$ cat config.mk
export PLATFORM = sky130hd
export DESIGN_NAME = ccp_top
export DESIGN_NICKNAME = d
export VERILOG_FILES = /design/src/include/ccp_pkg.sv /design/src/core/ccp_top.sv
export SDC_FILE = /design/constraint.sdc
export NUM_CORES = 1
export LEC_CHECK = 0
export BUFFER_PORTS_ARGS = -buffer_cell sky130_fd_sc_hd__buf_4
export CORE_MARGIN = 3
export CORE_UTILIZATION = 55
export DETAILED_ROUTE_END_ITERATION = 10
export PLACE_DENSITY = 0.76
export SYNTH_ARGS = -nofsm -noshare
export SYNTH_HDL_FRONTEND = slang
export SYNTH_SLANG_ARGS = --single-unit
$ cat constraint.sdc
create_clock -name mclk -period 10.73 [get_ports mclk]
set_input_delay 2.146 -clock mclk [delete_from_list [all_inputs] [get_ports mclk]]
set_output_delay 2.146 -clock mclk [all_outputs]
set_load 0.01 [all_outputs]
$ cat src/include/ccp_pkg.sv
// Constants of the clock source and PLL control block
package ccp_pkg;
  // Register byte addresses
  localparam logic [7:0] ADDR_SRC = 8'h00;
  localparam logic [7:0] ADDR_PLL_CTRL = 8'h04;
  localparam logic [7:0] ADDR_PLL_CFG = 8'h08;
  localparam logic [7:0] ADDR_CPU_DIV = 8'h0c;
  localparam logic [7:0] ADDR_USB_CTRL = 8'h10;
  localparam logic [7:0] ADDR_STATUS = 8'h14;
  localparam logic [7:0] ADDR_CLKOUT = 8'h18;
  localparam logic [7:0] ADDR_USB_DIV = 8'h1c;
  localparam logic [7:0] ADDR_PCLK = 8'h20;
  // Field positions
  localparam int SRC_LSB = 0;
  localparam int WDT_BIT = 2;
  localparam int EN_BIT = 0;
  localparam int CONN_BIT = 1;
  localparam int CFG_N_LSB = 0;
  localparam int CFG_M_LSB = 8;
  localparam int CLKO_SEL_LSB = 0;
  localparam int CLKO_EN_BIT = 3;
  // Source codes
  localparam logic [1:0] SRC_IRC = 2'h0;
  localparam logic [1:0] SRC_MAIN = 2'h1;
  localparam logic [1:0] SRC_RTC = 2'h2;
  // Reset values
  localparam logic [7:0] CPU_DIV_RST = 8'h00;
  localparam logic [7:0] USB_DIV_RST = 8'h05;
  localparam logic [7:0] PLL_N_RST = 8'h00;
  localparam logic [14:0] PLL_M_RST = 15'h0000;
  localparam logic [15:0] PCLK_RST = 16'h0000;
  // Pin synchroniser indices
  localparam int PIN_IRC = 0;
  localparam int PIN_MAIN = 1;
  localparam int PIN_RTC = 2;
  localparam int PIN_CCO = 3;
  localparam int PIN_UCCO = 4;
  localparam int PIN_LOCK = 5;
  localparam int PIN_ULOCK = 6;
  localparam int PIN_PD = 7;
  localparam int NPIN = 8;
  localparam int NPER = 8;
  // Timing: the RTC tick comes from the RTC oscillator
  localparam int RTC_OSC_HZ = 32768;
  localparam int RTC_TICK_HZ = 1;
  localparam logic [15:0] RTC_HALF_EDGES = 16'(RTC_OSC_HZ / RTC_TICK_HZ);
endpackage : ccp_pkg
$ cat src/core/ccp_top.sv
// Clock source selection, PLL control and clock dividers
// Functional notes
// - After reset the cpu runs from the internal RC oscillator until software changes it.
// - Software picks RC, crystal or RTC oscillator as the PLL input clock.
// - The RC oscillator can clock the watchdog and feed the main PLL; nominal 4 MHz.
// - Crystal (1 to 25 MHz) clocks the cpu directly or via PLL; sole USB PLL source.
// - RTC oscillator can clock the RTC, the main PLL input and the cpu.
// - Cpu clock equals PLL input clock unless the main PLL is active and connected.
// - Each peripheral has its own clock divider off the cpu clock.
// - Main PLL pre-divider N takes every value 1 to 256 before the multiplier.
// - Multiplier M spans 1 to 32768; software keeps the oscillator at 275-550 MHz.
// - Main PLL is off and bypassed on reset and on power-down entry.
// - Only a software write can enable the main PLL.
// - USB PLL takes only the crystal and gives a 48 MHz 50 % clock to USB.
// - USB PLL is off after reset until software enables it.
// - While the USB PLL is off, USB gets 48 MHz derived from the main PLL.
// - One selectable clock goes to the output pin: cpu, RC, crystal, RTC or USB.
// - RTC counting logic gets 1 Hz derived from the 32 kHz RTC oscillator.
`timescale 1ns/10ps

// Edge-counting divider: the output toggles every div edges of clk_in
module ccp_div #(
  parameter int W = 16
) (
  input wire logic mclk,
  input wire logic sys_rst,
  input wire logic ce,
  input wire logic run,
  input wire logic clk_in,
  input wire logic [W-1:0] div,
  output logic clk_div
);
  logic prev;
  logic [W-1:0] cnt;
  logic [W-1:0] next_cnt;
  assign next_cnt = cnt + 1'b1;

  always_ff @(posedge mclk or posedge sys_rst) begin
    if (sys_rst) begin
      prev <= 1'b0;
    end else if (ce) begin
      prev <= clk_in;
    end
  end

  // A divide value of zero acts as one
  always_ff @(posedge mclk or posedge sys_rst) begin
    if (sys_rst) begin
      cnt <= '0;
      clk_div <= 1'b0;
    end else if (ce) begin
      if (!run) begin
        cnt <= '0;
        clk_div <= 1'b0;
      end else if (clk_in ^ prev) begin
        if (next_cnt >= div) begin
          cnt <= '0;
          clk_div <= !clk_div;
        end else begin
          cnt <= next_cnt;
        end
      end
    end
  end
endmodule : ccp_div

// Glitch-free clock mux: leaves the old clock only at its low phase
module ccp_gmux #(
  parameter int N = 2,
  parameter int SW = 1
) (
  input wire logic mclk,
  input wire logic sys_rst,
  input wire logic ce,
  input wire logic [SW-1:0] sel,
  input wire logic [N-1:0] clk_in,
  output logic clk_mux,
  output logic busy
);
  logic [SW-1:0] cur;
  // Codes beyond the inputs are ignored rather than stopping the clock
  // Compared as int: a one-bit select would wrap N and never report a switch
  assign busy = (sel != cur) && (int'(sel) < N);

  always_ff @(posedge mclk or posedge sys_rst) begin
    if (sys_rst) begin
      cur <= '0;
      clk_mux <= 1'b0;
    end else if (ce) begin
      if (busy) begin
        clk_mux <= clk_mux & clk_in[cur];
        if (!clk_mux && !clk_in[sel]) begin
          cur <= sel;
        end
      end else begin
        clk_mux <= clk_in[cur];
      end
    end
  end
endmodule : ccp_gmux

module ccp_top #(
  parameter logic [15:0] RTC_DIV = ccp_pkg::RTC_HALF_EDGES
) (
  input wire logic mclk,
  input wire logic sys_rst,
  input wire logic ce,
  input wire logic [7:0] addr,
  input wire logic [31:0] wdata,
  input wire logic wr,
  input wire logic rd,
  output logic [31:0] rdata,
  input wire logic irc_osc,
  input wire logic main_osc,
  input wire logic rtc_osc,
  input wire logic main_cco,
  input wire logic usb_cco,
  input wire logic main_pll_lock,
  input wire logic usb_pll_lock,
  input wire logic pd_entry,
  output logic main_pll_en,
  output logic [14:0] main_pll_mult,
  output logic main_pll_ref,
  output logic usb_pll_en,
  output logic usb_pll_ref,
  output logic pll_input_clock,
  output logic cpu_clock,
  output logic usb_clock,
  output logic wdt_clk,
  output logic rtc_tick_clk,
  output logic clk_out,
  output logic [ccp_pkg::NPER-1:0] periph_clk
);
  logic [ccp_pkg::NPIN-1:0] pin_s1;
  logic [ccp_pkg::NPIN-1:0] pin_s2;
  logic [1:0] src_sel;
  logic wdt_sel;
  logic pll_conn;
  logic [7:0] pll_n;
  logic [7:0] cpu_div;
  logic usb_conn;
  logic [7:0] usb_div;
  logic [2:0] clko_sel;
  logic clko_en;
  logic clko_gate;
  logic [15:0] pclk_sel;
  logic pll_eff;
  logic usb_eff;
  logic main_lock;
  logic usb_lock;
  logic cco_div;
  logic usb48_main;
  logic clko_mux;
  logic cpu_busy;
  logic usb_busy;

  always_ff @(posedge mclk or posedge sys_rst) begin
    if (sys_rst) begin
      pin_s1 <= '0;
      pin_s2 <= '0;
    end else if (ce) begin
      pin_s1 <= {pd_entry, usb_pll_lock, main_pll_lock, usb_cco, main_cco, rtc_osc, main_osc, irc_osc};
      pin_s2 <= pin_s1;
    end
  end

  assign pll_eff = main_pll_en & pll_conn;
  assign usb_eff = usb_pll_en & usb_conn;
  assign main_lock = main_pll_en & pin_s2[ccp_pkg::PIN_LOCK];
  assign usb_lock = usb_pll_en & pin_s2[ccp_pkg::PIN_ULOCK];

  // Source and watchdog selection; reset lands on the RC oscillator
  always_ff @(posedge mclk or posedge sys_rst) begin
    if (sys_rst) begin
      src_sel <= ccp_pkg::SRC_IRC;
      wdt_sel <= 1'b0;
    end else if (ce && wr && addr == ccp_pkg::ADDR_SRC) begin
      src_sel <= wdata[ccp_pkg::SRC_LSB +: 2];
      wdt_sel <= wdata[ccp_pkg::WDT_BIT];
    end
  end

  // Power-down wins over a write in the same cycle so the PLL stays off
  always_ff @(posedge mclk or posedge sys_rst) begin
    if (sys_rst) begin
      main_pll_en <= 1'b0;
      pll_conn <= 1'b0;
    end else if (ce) begin
      if (pin_s2[ccp_pkg::PIN_PD]) begin
        main_pll_en <= 1'b0;
        pll_conn <= 1'b0;
      end else if (wr && addr == ccp_pkg::ADDR_PLL_CTRL) begin
        main_pll_en <= wdata[ccp_pkg::EN_BIT];
        pll_conn <= wdata[ccp_pkg::CONN_BIT];
      end
    end
  end

  always_ff @(posedge mclk or posedge sys_rst) begin
    if (sys_rst) begin
      pll_n <= ccp_pkg::PLL_N_RST;
      main_pll_mult <= ccp_pkg::PLL_M_RST;
    end else if (ce && wr && addr == ccp_pkg::ADDR_PLL_CFG) begin
      pll_n <= wdata[ccp_pkg::CFG_N_LSB +: 8];
      main_pll_mult <= wdata[ccp_pkg::CFG_M_LSB +: 15];
    end
  end

  always_ff @(posedge mclk or posedge sys_rst) begin
    if (sys_rst) begin
      cpu_div <= ccp_pkg::CPU_DIV_RST;
      usb_div <= ccp_pkg::USB_DIV_RST;
      pclk_sel <= ccp_pkg::PCLK_RST;
    end else if (ce && wr) begin
      if (addr == ccp_pkg::ADDR_CPU_DIV) begin
        cpu_div <= wdata[7:0];
      end
      if (addr == ccp_pkg::ADDR_USB_DIV) begin
        usb_div <= wdata[7:0];
      end
      if (addr == ccp_pkg::ADDR_PCLK) begin
        pclk_sel <= wdata[15:0];
      end
    end
  end

  always_ff @(posedge mclk or posedge sys_rst) begin
    if (sys_rst) begin
      usb_pll_en <= 1'b0;
      usb_conn <= 1'b0;
    end else if (ce && wr && addr == ccp_pkg::ADDR_USB_CTRL) begin
      usb_pll_en <= wdata[ccp_pkg::EN_BIT];
      usb_conn <= wdata[ccp_pkg::CONN_BIT];
    end
  end

  always_ff @(posedge mclk or posedge sys_rst) begin
    if (sys_rst) begin
      clko_sel <= '0;
      clko_en <= 1'b0;
    end else if (ce && wr && addr == ccp_pkg::ADDR_CLKOUT) begin
      clko_sel <= wdata[ccp_pkg::CLKO_SEL_LSB +: 3];
      clko_en <= wdata[ccp_pkg::CLKO_EN_BIT];
    end
  end

  // The crystal reaches the USB PLL only while it is enabled
  always_ff @(posedge mclk or posedge sys_rst) begin
    if (sys_rst) begin
      usb_pll_ref <= 1'b0;
    end else if (ce) begin
      usb_pll_ref <= pin_s2[ccp_pkg::PIN_MAIN] & usb_pll_en;
    end
  end

  // Pin gate changes only while the muxed clock is low
  always_ff @(posedge mclk or posedge sys_rst) begin
    if (sys_rst) begin
      clko_gate <= 1'b0;
      clk_out <= 1'b0;
    end else if (ce) begin
      if (!clko_mux) begin
        clko_gate <= clko_en;
      end
      clk_out <= clko_mux & clko_gate;
    end
  end

  always_ff @(posedge mclk or posedge sys_rst) begin
    if (sys_rst) begin
      rdata <= '0;
    end else if (ce) begin
      rdata <= '0;
      if (rd) begin
        unique case (addr)
          ccp_pkg::ADDR_SRC: rdata <= {29'h0, wdt_sel, src_sel};
          ccp_pkg::ADDR_PLL_CTRL: rdata <= {30'h0, pll_conn, main_pll_en};
          ccp_pkg::ADDR_PLL_CFG: rdata <= {9'h0, main_pll_mult, pll_n};
          ccp_pkg::ADDR_CPU_DIV: rdata <= {24'h0, cpu_div};
          ccp_pkg::ADDR_USB_CTRL: rdata <= {30'h0, usb_conn, usb_pll_en};
          ccp_pkg::ADDR_STATUS: rdata <= {25'h0, cpu_busy, usb_conn, usb_pll_en, usb_lock,
                                          pll_conn, main_pll_en, main_lock};
          ccp_pkg::ADDR_CLKOUT: rdata <= {28'h0, clko_en, clko_sel};
          ccp_pkg::ADDR_USB_DIV: rdata <= {24'h0, usb_div};
          ccp_pkg::ADDR_PCLK: rdata <= {16'h0, pclk_sel};
          default: rdata <= '0;
        endcase
      end
    end
  end

  // Code 3 is ignored, so the previous source stays selected
  ccp_gmux #(.N(3), .SW(2)) u_src_mux (
    .mclk(mclk), .sys_rst(sys_rst), .ce(ce), .sel(src_sel),
    .clk_in({pin_s2[ccp_pkg::PIN_RTC], pin_s2[ccp_pkg::PIN_MAIN], pin_s2[ccp_pkg::PIN_IRC]}),
    .clk_mux(pll_input_clock), .busy()
  );

  // Reference toward the phase detector: input clock divided by N
  ccp_div #(.W(16)) u_pre_div (
    .mclk(mclk), .sys_rst(sys_rst), .ce(ce), .run(main_pll_en),
    .clk_in(pll_input_clock), .div(16'(pll_n) + 16'h0001),
    .clk_div(main_pll_ref)
  );

  ccp_div #(.W(16)) u_cpu_div (
    .mclk(mclk), .sys_rst(sys_rst), .ce(ce), .run(main_pll_en),
    .clk_in(pin_s2[ccp_pkg::PIN_CCO]), .div(16'(cpu_div) + 16'h0001),
    .clk_div(cco_div)
  );

  ccp_gmux #(.N(2), .SW(1)) u_cpu_mux (
    .mclk(mclk), .sys_rst(sys_rst), .ce(ce), .sel(pll_eff),
    .clk_in({cco_div, pll_input_clock}),
    .clk_mux(cpu_clock), .busy(cpu_busy)
  );

  ccp_div #(.W(16)) u_usb_div (
    .mclk(mclk), .sys_rst(sys_rst), .ce(ce), .run(main_pll_en),
    .clk_in(pin_s2[ccp_pkg::PIN_CCO]), .div(16'(usb_div) + 16'h0001),
    .clk_div(usb48_main)
  );

  ccp_gmux #(.N(2), .SW(1)) u_usb_mux (
    .mclk(mclk), .sys_rst(sys_rst), .ce(ce), .sel(usb_eff),
    .clk_in({pin_s2[ccp_pkg::PIN_UCCO], usb48_main}),
    .clk_mux(usb_clock), .busy(usb_busy)
  );

  ccp_gmux #(.N(2), .SW(1)) u_wdt_mux (
    .mclk(mclk), .sys_rst(sys_rst), .ce(ce), .sel(wdt_sel),
    .clk_in({pin_s2[ccp_pkg::PIN_RTC], pin_s2[ccp_pkg::PIN_IRC]}),
    .clk_mux(wdt_clk), .busy()
  );

  ccp_gmux #(.N(5), .SW(3)) u_clko_mux (
    .mclk(mclk), .sys_rst(sys_rst), .ce(ce), .sel(clko_sel),
    .clk_in({usb_clock, pin_s2[ccp_pkg::PIN_RTC], pin_s2[ccp_pkg::PIN_MAIN],
             pin_s2[ccp_pkg::PIN_IRC], cpu_clock}),
    .clk_mux(clko_mux), .busy()
  );

  ccp_div #(.W(16)) u_rtc_div (
    .mclk(mclk), .sys_rst(sys_rst), .ce(ce), .run(1'b1),
    .clk_in(pin_s2[ccp_pkg::PIN_RTC]), .div(RTC_DIV),
    .clk_div(rtc_tick_clk)
  );

  // Divide by 1, 2, 4 or 8, two select bits per peripheral
  for (genvar g = 0; g < ccp_pkg::NPER; g++) begin : g_pclk
    ccp_div #(.W(16)) u_pdiv (
      .mclk(mclk), .sys_rst(sys_rst), .ce(ce), .run(1'b1),
      .clk_in(cpu_clock), .div(16'h0001 << pclk_sel[2*g +: 2]),
      .clk_div(periph_clk[g])
    );
  end
endmodule : ccp_top

==> results of run 1 <==
-- layout make-up --
class | count | area (um2) | area share
Multi-Input combinational cell | 1319 | 9010 | 0.452
Sequential cell | 329 | 8240 | 0.413
Clock buffer | 53 | 1080 | 0.0539
Timing Repair Buffer | 110 | 838 | 0.0420
Tap cell | 402 | 503 | 0.0252
Clock inverter | 10 | 154 | 0.00771
Inverter | 36 | 139 | 0.00696
-- logic make-up after synthesis --
family | Yosys count | synth area share
other cells | 1 | 0.000212
buf+inv | 120 | 0.0296
fa+ha+maj | 74 | 0.0522
simple gates | 710 | 0.211
flops | 329 | 0.465
compound gates | 308 | 0.119
xor+xnor | 110 | 0.0544
mux | 108 | 0.0689
-- per-stage QoR --
step	utilization	std cells	area [um2]	setup WS (ns)
final	0.631	2259	20000	6.63
after floorplan	-	1768	17800	4.19
after detailed placement	0.592	2196	18700	6.18
after CTS	0.631	2259	20000	6.69
after global routing	0.631	2259	20000	6.42
after global placement	0.592	2196	18700	6.18
-- cell usage in the layout (no fill, tap or decap), types with 21 or more instances in the layout --
cell type,n
nand3_1,93
inv_1,35
nor2_1,91
o21ai_0,67
and3_1,23
dfrtp_1,327
and2_1,101
a21oi_1,52
xnor2_1,64
nand4_1,38
or3_1,21
xor2_1,46
ha_1,74
nor2b_1,25
a21o_1,43
nand2b_1,39
nand2_1,156
nor4_1,32
clkbuf_16,37
nor3_1,45
mux2_2,92
buf_4,109
-- critical path, delay by kind of cell --
kind / cells / cell delay, ns
AOI/OAI and AO/OA: 2 / 0.29
buffers and inverters: 4 / 0.94
and+or+nand+nor: 3 / 1.15
-- flip-flops by register name, summed over array words and instances (netlist names), 2 cells and up --
name / count
clko_sel: 3
cpu_div: 8
g_pclk.u_pdiv.clk_div: 8
g_pclk.u_pdiv.cnt: 128
main_pll_mult: 15
pclk_sel: 16
pin_s1: 8
pin_s2: 8
pll_n: 8
rdata: 23
src_sel: 2
u_clko_mux.cur: 3
u_cpu_div.cnt: 16
u_pre_div.cnt: 16
u_rtc_div.cnt: 16
u_src_mux.cur: 2
u_usb_div.cnt: 16
usb_div: 8
-- power by group through the flow --
stage	registers, uW	logic (uW)	clock network, uW
final	1420	533	1280
after global placement	1440	510	0
after CTS	1420	541	1300
after global routing	1440	606	1360
after detailed placement	1440	532	0
after floorplan	1400	427	0
-- metal layers --
| layer | vias to the layer above | global-route usage | part of all wire | wire length, um |
|---|---|---|---|---|
| met5 | - | 0 | 0 | 0 |
| met1 | 6663 | 0.316 | 0.46 | 17900 |
| met4 | 0 | 0.0684 | 0.026 | 1030 |
| li1 | 6471 | - | - | - |
| met3 | 67 | 0.0344 | 0.049 | 1910 |
| met2 | 316 | 0.369 | 0.47 | 18200 |
-- final timing paths --
kind | startpoint | to | slack [ns] | cells after the start
max | addr[2] | rdata[16]$_DFFE_PP0P_ | 6.63 | 9
min | g_pclk[4].u_pdiv.clk_div$_DFFE_PP0P_ | g_pclk[4].u_pdiv.clk_div$_DFFE_PP0P_ | 0.47 | 1
max reg2reg | u_cpu_div.cnt[0]$_DFFE_PP0P_ | u_cpu_div.cnt[0]$_DFFE_PP0P_ | 7.11 | 11
min reg2reg | g_pclk[4].u_pdiv.clk_div$_DFFE_PP0P_ | g_pclk[4].u_pdiv.clk_div$_DFFE_PP0P_ | 0.47 | 1
max in group asynchronous | sys_rst | u_rtc_div.cnt[7]$_DFFE_PP0P_ | 7.01 | 4
min in group asynchronous | sys_rst | g_pclk[0].u_pdiv.cnt[5]$_DFFE_PP0P_ | 1.65 | 2
==> summary.txt, run 1 <==
Run status
  – Status: complete, no violations

Timing
  – Achievable frequency: between 200 and 250 MHz
  – Final-layout worst hold slack: about 0.47 ns
  – Final setup violation count: 0
  – Actual transition at the worst max-transition pin: around 1.1 ns
  – Setup Total Neg Slack: 0 ns
  – Slew Limit Fails: 0
  – Unrepaired setup endpoints after global routing: false
  – Final hold viol count: 0
  – Post-layout minimum cycle time: ~4 ns
  – Post-route clock skew: 0.0124 ns
  – Max-Slew Margin vs Limit: 0.239
  – Post-route fraction of the period consumed by the critical path: 0.382

Global routing
  – Pin count of the biggest net entering global routing: 169
  – Global-route total usage across every layer: 0.227
  – Via count of the first global-routing pass: between 10000 and 15000
  – Antenna violations before repair: 0
  – GRT Residual Overflow: 0
  – Wire length of the first global-routing pass: 64700 um

Setup path
  – Max FO, Critical Path: 17
  – Worst Path Arrival: 4.54 ns
  – Crit-path most repeated cell: buf_4
  – CP Class: primary input to flop
  – Data required time of the critical path: 11.17 ns
  – Cell-by-cell trace of the critical path: buf_4, nor4_1, and4b_1, buf_4, o211ai_1, buf_4, nor4_1, buf_4, a22o_1
  – Crit end category: flop
  – CP max stage cell: nor4_1
  – CP peak stage delay: ~0.63 ns
  – Critical Path Source Type: primary input

Synth
  – Ranking of synthesized cells by instance count: 327 x dfrtp_1, 157 x nand2_1, 101 x and2_1
  – Mapped cell area: ~0.018 mm2
  – #FFs+latches synth: about 330
  – Proportion of synthesized flip-flops having asynchronous set or reset: 1.00
  – Average footprint of a synthesized cell: between 10 and 15 um2
  – Leading post-synthesis cells by cell area: dfrtp_1 46%, mux2_2 5.8%, ha_1 5.2%
  – Cell taking the most area after synthesis: dfrtp_1
  – Share of the synthesized area in the top cell type: 0.462
  – Count leader, synth: dfrtp_1
  – Cell variety after synth: just over 80
  – Sequential element share of the synthesized area: 0.465
  – Number of warnings printed during yosys synthesis: 0
  – Ys flop type: dfrtp_1
  – Cells after synthesis: approximately 1800
  – Number of synthesized flops with an enable pin: 0

Floorplan
  – Full die area: 0.0344 mm2
  – Die Wd: ~190 um
  – Row count: 65
  – Die height: between 150 and 200 um
  – Core ar.: between 0.03 and 0.04 mm2
  – Boundary pin count: around 120
  – Starting utilization of the core area: 0.560

CTS
  – Clock tree from TritonCTS: built
  – Clock Sink Count: 329
  – Resized cells post-CTS: 0
  – Maximum buffer depth of the clock tree: 3
  – Clock tree root buffer cell: clkbuf_16
  – Clock insertion delay at the later pin of the skew report: 0.51 ns
  – # hold bufs at CTS: 0
  – Post-CTS clock slew at the launch and capture registers of the worst setup and hold paths: roughly 0.06 ns
  – Buffers inserted by post-CTS timing repair: 0
  – Number of H-tree branching levels: 2
  – Clock buffers created by TritonCTS: 37

Power and ir drop
  – Leakage power summed over all cells: about 0.0092 uW
  – Switching power: 889 uW
  – Final Power: 3240 uW
  – Worst vdd rail ir drop: roughly 0.11 mV
  – Switching part of the total power: 0.275
  – Proportion of power drawn by combinational gates: 0.165
  – Internal power component: approximately 2300 uW
  – Power Dens Cells: 162 mW/mm2
  – Relative contribution of sequential cells to total power: 0.440
  – Clock network fraction of total power: 0.395

Min path
  – Worst min-delay path class: flop to flop

Final layout
  – Number of nets in the finished design: ~2000
  – Fillers: 2537
  – Antenna cells: 0
  – Area Growth Syn to Fin: 12.6%
  – Fraction of layout instances using a drive strength above 1: 0.155

Route
  – Detail-routed net length per standard cell: 17.3 um
  – Remaining design rule violation count: 0
  – Vias per inst: between 5 and 6
  – Count of routing violations after the opening detailed-route iteration: 833
  – Number of vias in the routed layout: about 14000
  – DRT Wirelength: 39100 um
  – Post-route ant nets: 0
  – DR pass1 iterations: 5

Placement
  – Final estimated routing congestion in global placement: between 0.8 and 0.9
  – HPWL after detailed placement: approximately 26000 um
  – Total of buffers placed on input and output ports: 99

Job
  – Max cap viols: 0
(Power assumes the default switching activity.)
==> run 2: changes to the inputs <==
- clock period: 10.73 -> 3.45 ns (I/O delays scaled with it)
==> run 2 against run 1 <==
Wire length grew 0.57%. Combinational power grew to 3.1 times the previous value. Clock skew is essentially flat. Cell count grew 0.71%. First-iteration DRC count grew 9.0%. Worst setup slack lost 6.4 ns. Final area grew 0.91%. Worst hold slack lost 0.30 ns. Core utilization grew 0.57 points. Largest power group unchanged. Sequential share of layout area shrank 0.37 points. Power grew to 3.1 times the previous value. Critical endpoint is now u_pre_div.cnt[2]$_DFFE_PP0P_.
==> summary.txt, run 2 (synthesis results as in run 1) <==
Route
  – Detail-routed net length per standard cell: 17.3 um (about the same)
  – DRT Wirelength: 39300 um (was 39100 um)
  – Post-route ant nets: 0 (unchanged)
  – Vias per inst: 5.97 (was 5.98)
  – Number of vias in the routed layout: 13600 (was 13500)
  – Count of routing violations after the opening detailed-route iteration: 908 (was 833)
  – Remaining design rule violation count: 0 (unchanged)
  – DR pass1 iterations: 6 (was 5)

CTS
  – Post-CTS clock slew at the launch and capture registers of the worst setup and hold paths: 0.06 ns (about the same)
  – Clock Sink Count: 329 (unchanged)
  – Resized cells post-CTS: 0 (unchanged)
  – Number of H-tree branching levels: 2 (unchanged)
  – # hold bufs at CTS: 0 (unchanged)
  – Clock tree from TritonCTS: built (unchanged)
  – Buffers inserted by post-CTS timing repair: 0 (unchanged)
  – Maximum buffer depth of the clock tree: 3 (unchanged)
  – Clock tree root buffer cell: clkbuf_16 (unchanged)
  – Clock insertion delay at the later pin of the skew report: 0.51 ns (about the same)
  – Clock buffers created by TritonCTS: 37 (unchanged)

Placement
  – Final estimated routing congestion in global placement: 0.905 (was 0.867)
  – HPWL after detailed placement: 27200 um (was 26500 um)
  – Number of placed instances with taps included: 2212 (was 2196)
  – Total of buffers placed on input and output ports: 99 (unchanged)
  – Cell Area, Placed: 0.0189 mm2 (was 0.0187 mm2)

Timing
  – Unrepaired setup endpoints after global routing: false (unchanged)
  – Final setup violation count: 0 (unchanged)
  – Post-layout minimum cycle time: 3.25 ns
  – Post-route clock skew: 0.0129 ns (was 0.0124 ns)
  – Slew Limit Fails: 0 (unchanged)
  – Max-Slew Margin vs Limit: 0.372 (was 0.239)
  – Achievable frequency: about 310 MHz
  – Post-route fraction of the period consumed by the critical path: 0.943
  – Actual transition at the worst max-transition pin: 0.939 ns (was 1.14 ns)
  – Final hold viol count: 0 (unchanged)

Setup path
  – Data required time of the critical path: 3.90 ns (was 11.17 ns)
  – Critical Path Source Type: flop (was primary input)
  – Reg2Reg Launch Point: u_pre_div.cnt[0]$_DFFE_PP0P_ (was u_cpu_div.cnt[0]$_DFFE_PP0P_)
  – Crit end category: flop (unchanged)
  – Flop2flop setup slack: 0.20 ns (was 7.11 ns)
  – Crit Reg-Reg Endpoint: u_pre_div.cnt[2]$_DFFE_PP0P_ (was u_cpu_div.cnt[0]$_DFFE_PP0P_)
  – CP Class: flop to flop (was primary input to flop)
  – Max FO, Critical Path: 8 (was 17)
  – Worst Path Arrival: 3.71 ns (was 4.54 ns)
  – Worst reg-to-reg path cell count: 11 (unchanged)

Job
  – Max cap viols: 0 (unchanged)

Final layout
  – Multi-input gate area in the final layout: 0.00902 mm2 (was 0.00901 mm2)
  – Fillers: 2465 (was 2537)
  – FF/Latch Area: 0.00824 mm2 (unchanged)
  – Non-filler instance count after layout: 2275 (was 2259)
  – Largest registers ranked by flip-flop count: g_pclk.u_pdiv.cnt: 128 flops, rdata: 23 flops (unchanged)
  – Fraction of layout instances using a drive strength above 1: 0.164 (was 0.155)
  – Antenna cells: 0 (unchanged)
  – Area Growth Syn to Fin: 13.6% (was 12.6%)
  – Most common cell after layout, fill and taps aside: dfrtp_1 (unchanged)
  – Most frequent cells in the layout: 327 x dfrtp_1, 156 x nand2_1, 123 x buf_4, 101 x and2_1, 93 x nand3_1 (was 327 x dfrtp_1, 156 x nand2_1, 109 x buf_4, 101 x and2_1, 93 x nand3_1)
  – Top register by number of flip-flops: g_pclk.u_pdiv.cnt (unchanged)
  – Final design instance area without fill: 0.0201 mm2 (was 0.0200 mm2)
  – Max FFs per register: 128 (unchanged)
  – Number of nets in the finished design: 1976 (was 1960)

Global routing
  – GRT Residual Overflow: 0 (unchanged)
  – Wire length of the first global-routing pass: 65400 um (was 64700 um)
  – Global-route total usage across every layer: 0.230 (was 0.227)
  – Antenna violations before repair: 0 (unchanged)
  – Pin count of the biggest net entering global routing: 132 (was 169)
  – Via count of the first global-routing pass: 13100 (about the same)

Run status
  – Status: complete, no violations (unchanged)

Floorplan
  – Boundary pin count: 118 (unchanged)
  – Row count: 65 (unchanged)
  – Starting utilization of the core area: 0.560 (unchanged)
  – Die height: 186 um (unchanged)
  – Core ar.: 0.0316 mm2 (unchanged)
  – Die Wd: 186 um (unchanged)
  – Full die area: 0.0344 mm2 (unchanged)

Power and ir drop
  – Worst vdd rail ir drop: 0.476 mV (was 0.114 mV)
  – Leakage power summed over all cells: 0.00927 uW (was 0.00918 uW)
  – Power Dens Cells: 503 mW/mm2 (was 162 mW/mm2)

Min path
  – Worst min-delay path class: primary input to asynchronous set/reset pin (was flop to flop)
run 2: cell types whose count changed in the layout (fill, tap and decap cells not counted):
cell / before / now
buf_12: 1 / 3
buf_4: 109 / 123
bufinv_16: 4 / 5
clkbuf_1: 7 / 4
clkinvlp_4: 1 / 4
inv_6: 1 / 0
or4b_1: 2 / 1
or4b_4: 0 / 1
run 2: worst max-delay path by stage:
stage	from	to	slack, ns
floorplan	sys_rst	clk_out$_DFFE_PP0P_	-1.63
global placement	u_pre_div.cnt[0]$_DFFE_PP0P_	u_pre_div.cnt[6]$_DFFE_PP0P_	0.17
detailed placement	u_pre_div.cnt[0]$_DFFE_PP0P_	u_pre_div.cnt[2]$_DFFE_PP0P_	0.11
CTS	u_pre_div.cnt[0]$_DFFE_PP0P_	u_pre_div.cnt[2]$_DFFE_PP0P_	0.05
global route	u_pre_div.cnt[0]$_DFFE_PP0P_	u_pre_div.cnt[2]$_DFFE_PP0P_	0.02
finish	u_pre_div.cnt[0]$_DFFE_PP0P_	u_pre_div.cnt[2]$_DFFE_PP0P_	0.20
run 2: layer usage:
layer	up-vias	wire, um	track usage
li1	6482	-	-
met1	6663	17600	0.321
met2	371	18500	0.377
met3	62	2300	0.0385
met4	0	908	0.0624
met5	-	0	0
run 2: area by class of cell:
type / instances / share of cell area
Clock buffer: 50 / 0.0529
Clock inverter: 13 / 0.00982
Inverter: 36 / 0.00690
Multi-Input combinational cell: 1319 / 0.448
Sequential cell: 329 / 0.409
Tap cell: 402 / 0.0250
Timing Repair Buffer: 126 / 0.0488
run 2: worst max-delay path, cell delays in order, from the launching register on:
cell and delay (ns):
dfrtp_1 0.44, ha_1 0.28, inv_1 0.11, or2_2 0.34, xnor2_1 0.14, ha_1 0.32, a21o_1 0.16, a21o_1 0.18
a211o_1 0.29, or4b_4 0.60, nor4_1 0.21, a21o_1 0.12
run 2: where the power goes:
group          switching [uW]  internal [uW]  total [uW]
Combinational             918            756        1670
Clock                    1520           2530        4050
Sequential                307           4110        4410
Total                    2750           7390       10100
run 2: metrics by stage:
| stage | worst slack [ns] | setup TNS [ns] | utilization | total power, uW | hold slack (ns) |
|---|---|---|---|---|---|
| after floorplan | -1.63 | -534.24 | - | 5690 | 0.443 |
| after global placement | 0.172 | 0 | 0.597 | 6080 | 0.461 |
| after detailed placement | 0.110 | 0 | 0.597 | 6160 | 0.460 |
| after CTS | 0.0527 | 0 | 0.636 | 10200 | 0.160 |
| after global routing | 0.0183 | 0 | 0.637 | 10700 | 0.169 |
| final | 0.195 | 0 | 0.637 | 10100 | 0.171 |
==> run 3: changes to the inputs <==
- REMOVE_ABC_BUFFERS: unset -> 1
==> run 3 against run 2 <==
Critical endpoint is now u_pre_div.clk_div$_DFFE_PP0P_. Clock skew rose by 0.013 ns. Clock-buffer cell count increased by 2. Worst hold slack better by 0.091 ns. Wire length up 1.8%. Sequential share of layout area fell by 0.094 points. Critical path type unchanged. Via count up 1.4%. Clock power about the same. Worst setup slack better by 0.030 ns. Die area is the same.
==> summary.txt, run 3 (synthesis results as in run 1) <==
Setup path
  – CP peak stage delay: 0.59 ns (was 0.60 ns)
  – Worst reg-to-reg path cell count: 10 (was 11)
  – CP max stage cell: or4b_4 (unchanged)
  – CP Class: flop to flop (unchanged)
  – Data required time of the critical path: 3.86 ns (was 3.90 ns)
  – Cell class contributing the biggest share of worst-path delay: simple AND/OR/NAND/NOR gates (unchanged)
  – Cell-by-cell trace of the critical path: ha_1, inv_1, or2_2, xnor2_1, ha_1, a21o_1, a21o_1, a211o_1, or4b_4, a41o_1 (was ha_1, inv_1, or2_2, xnor2_1, ha_1, a21o_1, a21o_1, a211o_1, or4b_4, nor4_1, a21o_1)
  – Worst Path Arrival: 3.64 ns (was 3.71 ns)
  – Critical path buffers and inverters: 1 (unchanged)
  – Max FO, Critical Path: 8 (unchanged)
  – Number of gates on the worst path with buffers counted: 10 (was 11)
  – Crit end category: flop (unchanged)
  – Reg2Reg Launch Point: u_pre_div.cnt[0]$_DFFE_PP0P_ (unchanged)
  – Critical Path Source Type: flop (unchanged)
  – Launching instance or port of the critical path: u_pre_div.cnt[0]$_DFFE_PP0P_ (unchanged)

Timing
  – Final hold viol count: 0 (unchanged)
  – Post-route fraction of the period consumed by the critical path: 0.935 (was 0.943)
  – Slew Limit Fails: 0 (unchanged)
  – PnR worst setup slack: 0.225 ns (was 0.195 ns)
  – Final setup violation count: 0 (unchanged)
  – Unrepaired setup endpoints after global routing: false (unchanged)
  – Achievable frequency: 310 MHz (was 307 MHz)
  – Post-route clock skew: 0.0258 ns (was 0.0129 ns)
  – Post-layout minimum cycle time: 3.23 ns (was 3.25 ns)
  – Max-Slew Margin vs Limit: 0.363 (was 0.372)
  – Actual transition at the worst max-transition pin: 0.953 ns (was 0.939 ns)
  – Setup Total Neg Slack: 0 ns (unchanged)

Power and ir drop
  – Worst vdd rail ir drop: 0.377 mV (was 0.476 mV)
  – Leakage power summed over all cells: 0.00930 uW (was 0.00927 uW)
  – Power Dens Cells: 502 mW/mm2 (was 503 mW/mm2)

Placement
  – Total of buffers placed on input and output ports: 99 (unchanged)
  – Final estimated routing congestion in global placement: 0.897 (was 0.905)
  – Place WS: 0.165 ns (was 0.110 ns)
  – HPWL after detailed placement: 27600 um (was 27200 um)

Floorplan
  – Row count: 65 (unchanged)
  – Full die area: 0.0344 mm2 (unchanged)
  – Die Wd: 186 um (unchanged)
  – Die height: 186 um (unchanged)
  – Core ar.: 0.0316 mm2 (unchanged)
  – Boundary pin count: 118 (unchanged)
  – Starting utilization of the core area: 0.560 (unchanged)

CTS
  – Clock buffers created by TritonCTS: 37 (unchanged)
  – Post-CTS clock slew at the launch and capture registers of the worst setup and hold paths: 0.06 ns (about the same)
  – Maximum buffer depth of the clock tree: 3 (unchanged)
  – Clock Sink Count: 329 (unchanged)
  – # hold bufs at CTS: 0 (unchanged)
  – Clock tree from TritonCTS: built (unchanged)
  – Number of H-tree branching levels: 2 (unchanged)
  – Clock tree root buffer cell: clkbuf_16 (unchanged)
  – Clock insertion delay at the later pin of the skew report: 0.53 ns (was 0.51 ns)

Route
  – DRT Wirelength: 40000 um (was 39300 um)
  – Vias per inst: 6.04 (was 5.97)
  – Count of routing violations after the opening detailed-route iteration: 1114 (was 908)
  – Number of vias in the routed layout: 13800 (was 13600)
  – Detail-routed net length per standard cell: 17.5 um (was 17.3 um)
  – Post-route ant nets: 0 (unchanged)
  – Remaining design rule violation count: 0 (unchanged)
  – DR pass1 iterations: 6 (unchanged)

Final layout
  – Antenna cells: 0 (unchanged)
  – Area Growth Syn to Fin: 13.9% (was 13.6%)
  – Largest registers ranked by flip-flop count: g_pclk.u_pdiv.cnt: 128 flops, rdata: 23 flops (unchanged)
  – Number of nets in the finished design: 1981 (was 1976)
  – Max FFs per register: 128 (unchanged)
  – Most common cell after layout, fill and taps aside: dfrtp_1 (unchanged)
  – Top register by number of flip-flops: g_pclk.u_pdiv.cnt (unchanged)
  – Most frequent cells in the layout: 327 x dfrtp_1, 156 x nand2_1, 127 x buf_4, 101 x and2_1, 93 x nand3_1 (was 327 x dfrtp_1, 156 x nand2_1, 123 x buf_4, 101 x and2_1, 93 x nand3_1)
  – Fraction of layout instances using a drive strength above 1: 0.166 (was 0.164)
  – Fillers: 2483 (was 2465)

Global routing
  – Pin count of the biggest net entering global routing: 90 (was 132)
  – Wire length of the first global-routing pass: 66900 um (was 65400 um)
  – Antenna violations before repair: 0 (unchanged)
  – Global-route total usage across every layer: 0.236 (was 0.230)
  – GRT Residual Overflow: 0 (unchanged)
  – Via count of the first global-routing pass: 13300 (was 13100)

Min path
  – Worst min-delay path class: primary input to asynchronous set/reset pin (unchanged)

Job
  – Max cap viols: 0 (unchanged)

Run status
  – Status: complete, no violations (unchanged)
run 3: metrics by stage:
step           std cells  utilization  instance area (um2)  total power [uW]  hold WS, ns
2_1_floorplan       1684            -                17400              5550        0.448
3_3_place_gp        2216        0.598                18900              6080        0.462
3_5_place_dp        2216        0.598                18900              6170        0.464
4_1_cts             2280        0.638                20200             10200        0.305
5_1_grt             2281        0.638                20200             10700        0.316
6_report            2281        0.638                20200             10100        0.262
run 3: worst register-to-register path: stages (launching register included):
cell and delay, ns:
dfrtp_1 0.44, ha_1 0.27, inv_1 0.10, or2_2 0.34
xnor2_1 0.15, ha_1 0.32, a21o_1 0.16, a21o_1 0.18
a211o_1 0.28, or4b_4 0.59, a41o_1 0.27
run 3: path summary, 6_finish.rpt:
| kind | endpoint | slack, ns |
|---|---|---|
| max in group asynchronous | g_pclk[4].u_pdiv.cnt[14]$_DFFE_PP0P_ | 2.42 |
| min in group mclk | pin_s1[4]$_DFFE_PP0P_ | 0.40 |
| worst max-delay path | u_pre_div.clk_div$_DFFE_PP0P_ | 0.22 |
| worst min register to register | g_pclk[1].u_pdiv.clk_div$_DFFE_PP0P_ | 0.48 |
| worst max register to register | u_pre_div.clk_div$_DFFE_PP0P_ | 0.22 |
| worst min-delay path | g_pclk[3].u_pdiv.cnt[14]$_DFFE_PP0P_ | 0.26 |
run 3: cell type report:
type	instances	area, um2	area share
clock buffer	52	1070	0.0532
sequential	329	8240	0.408
clock inverter	12	171	0.00849
timing repair buffer	131	1030	0.0512
multi-input combinational	1319	9030	0.447
inverter	36	143	0.00707
tap	402	503	0.0249
run 3: layer usage:
metal	global-route usage	part of all wire	vias up
li1	-	-	6529
met2	0.384	0.46	402
met1	0.336	0.46	6774
met4	0.0531	0.019	0
met3	0.0399	0.062	64
met5	0	0	-
run 3: power breakdown:
part	internal (uW)	total (uW)	switching, uW
Combinational	766	1700	938
Sequential	4110	4420	311
Clock	2470	4020	1550
Total	7340	10100	2800
run 3: timing repair:
item	4_1_cts	5_1_grt
resized for setup	0	3
buffers inserted	0	1
endpoints found under the setup margin	0	8
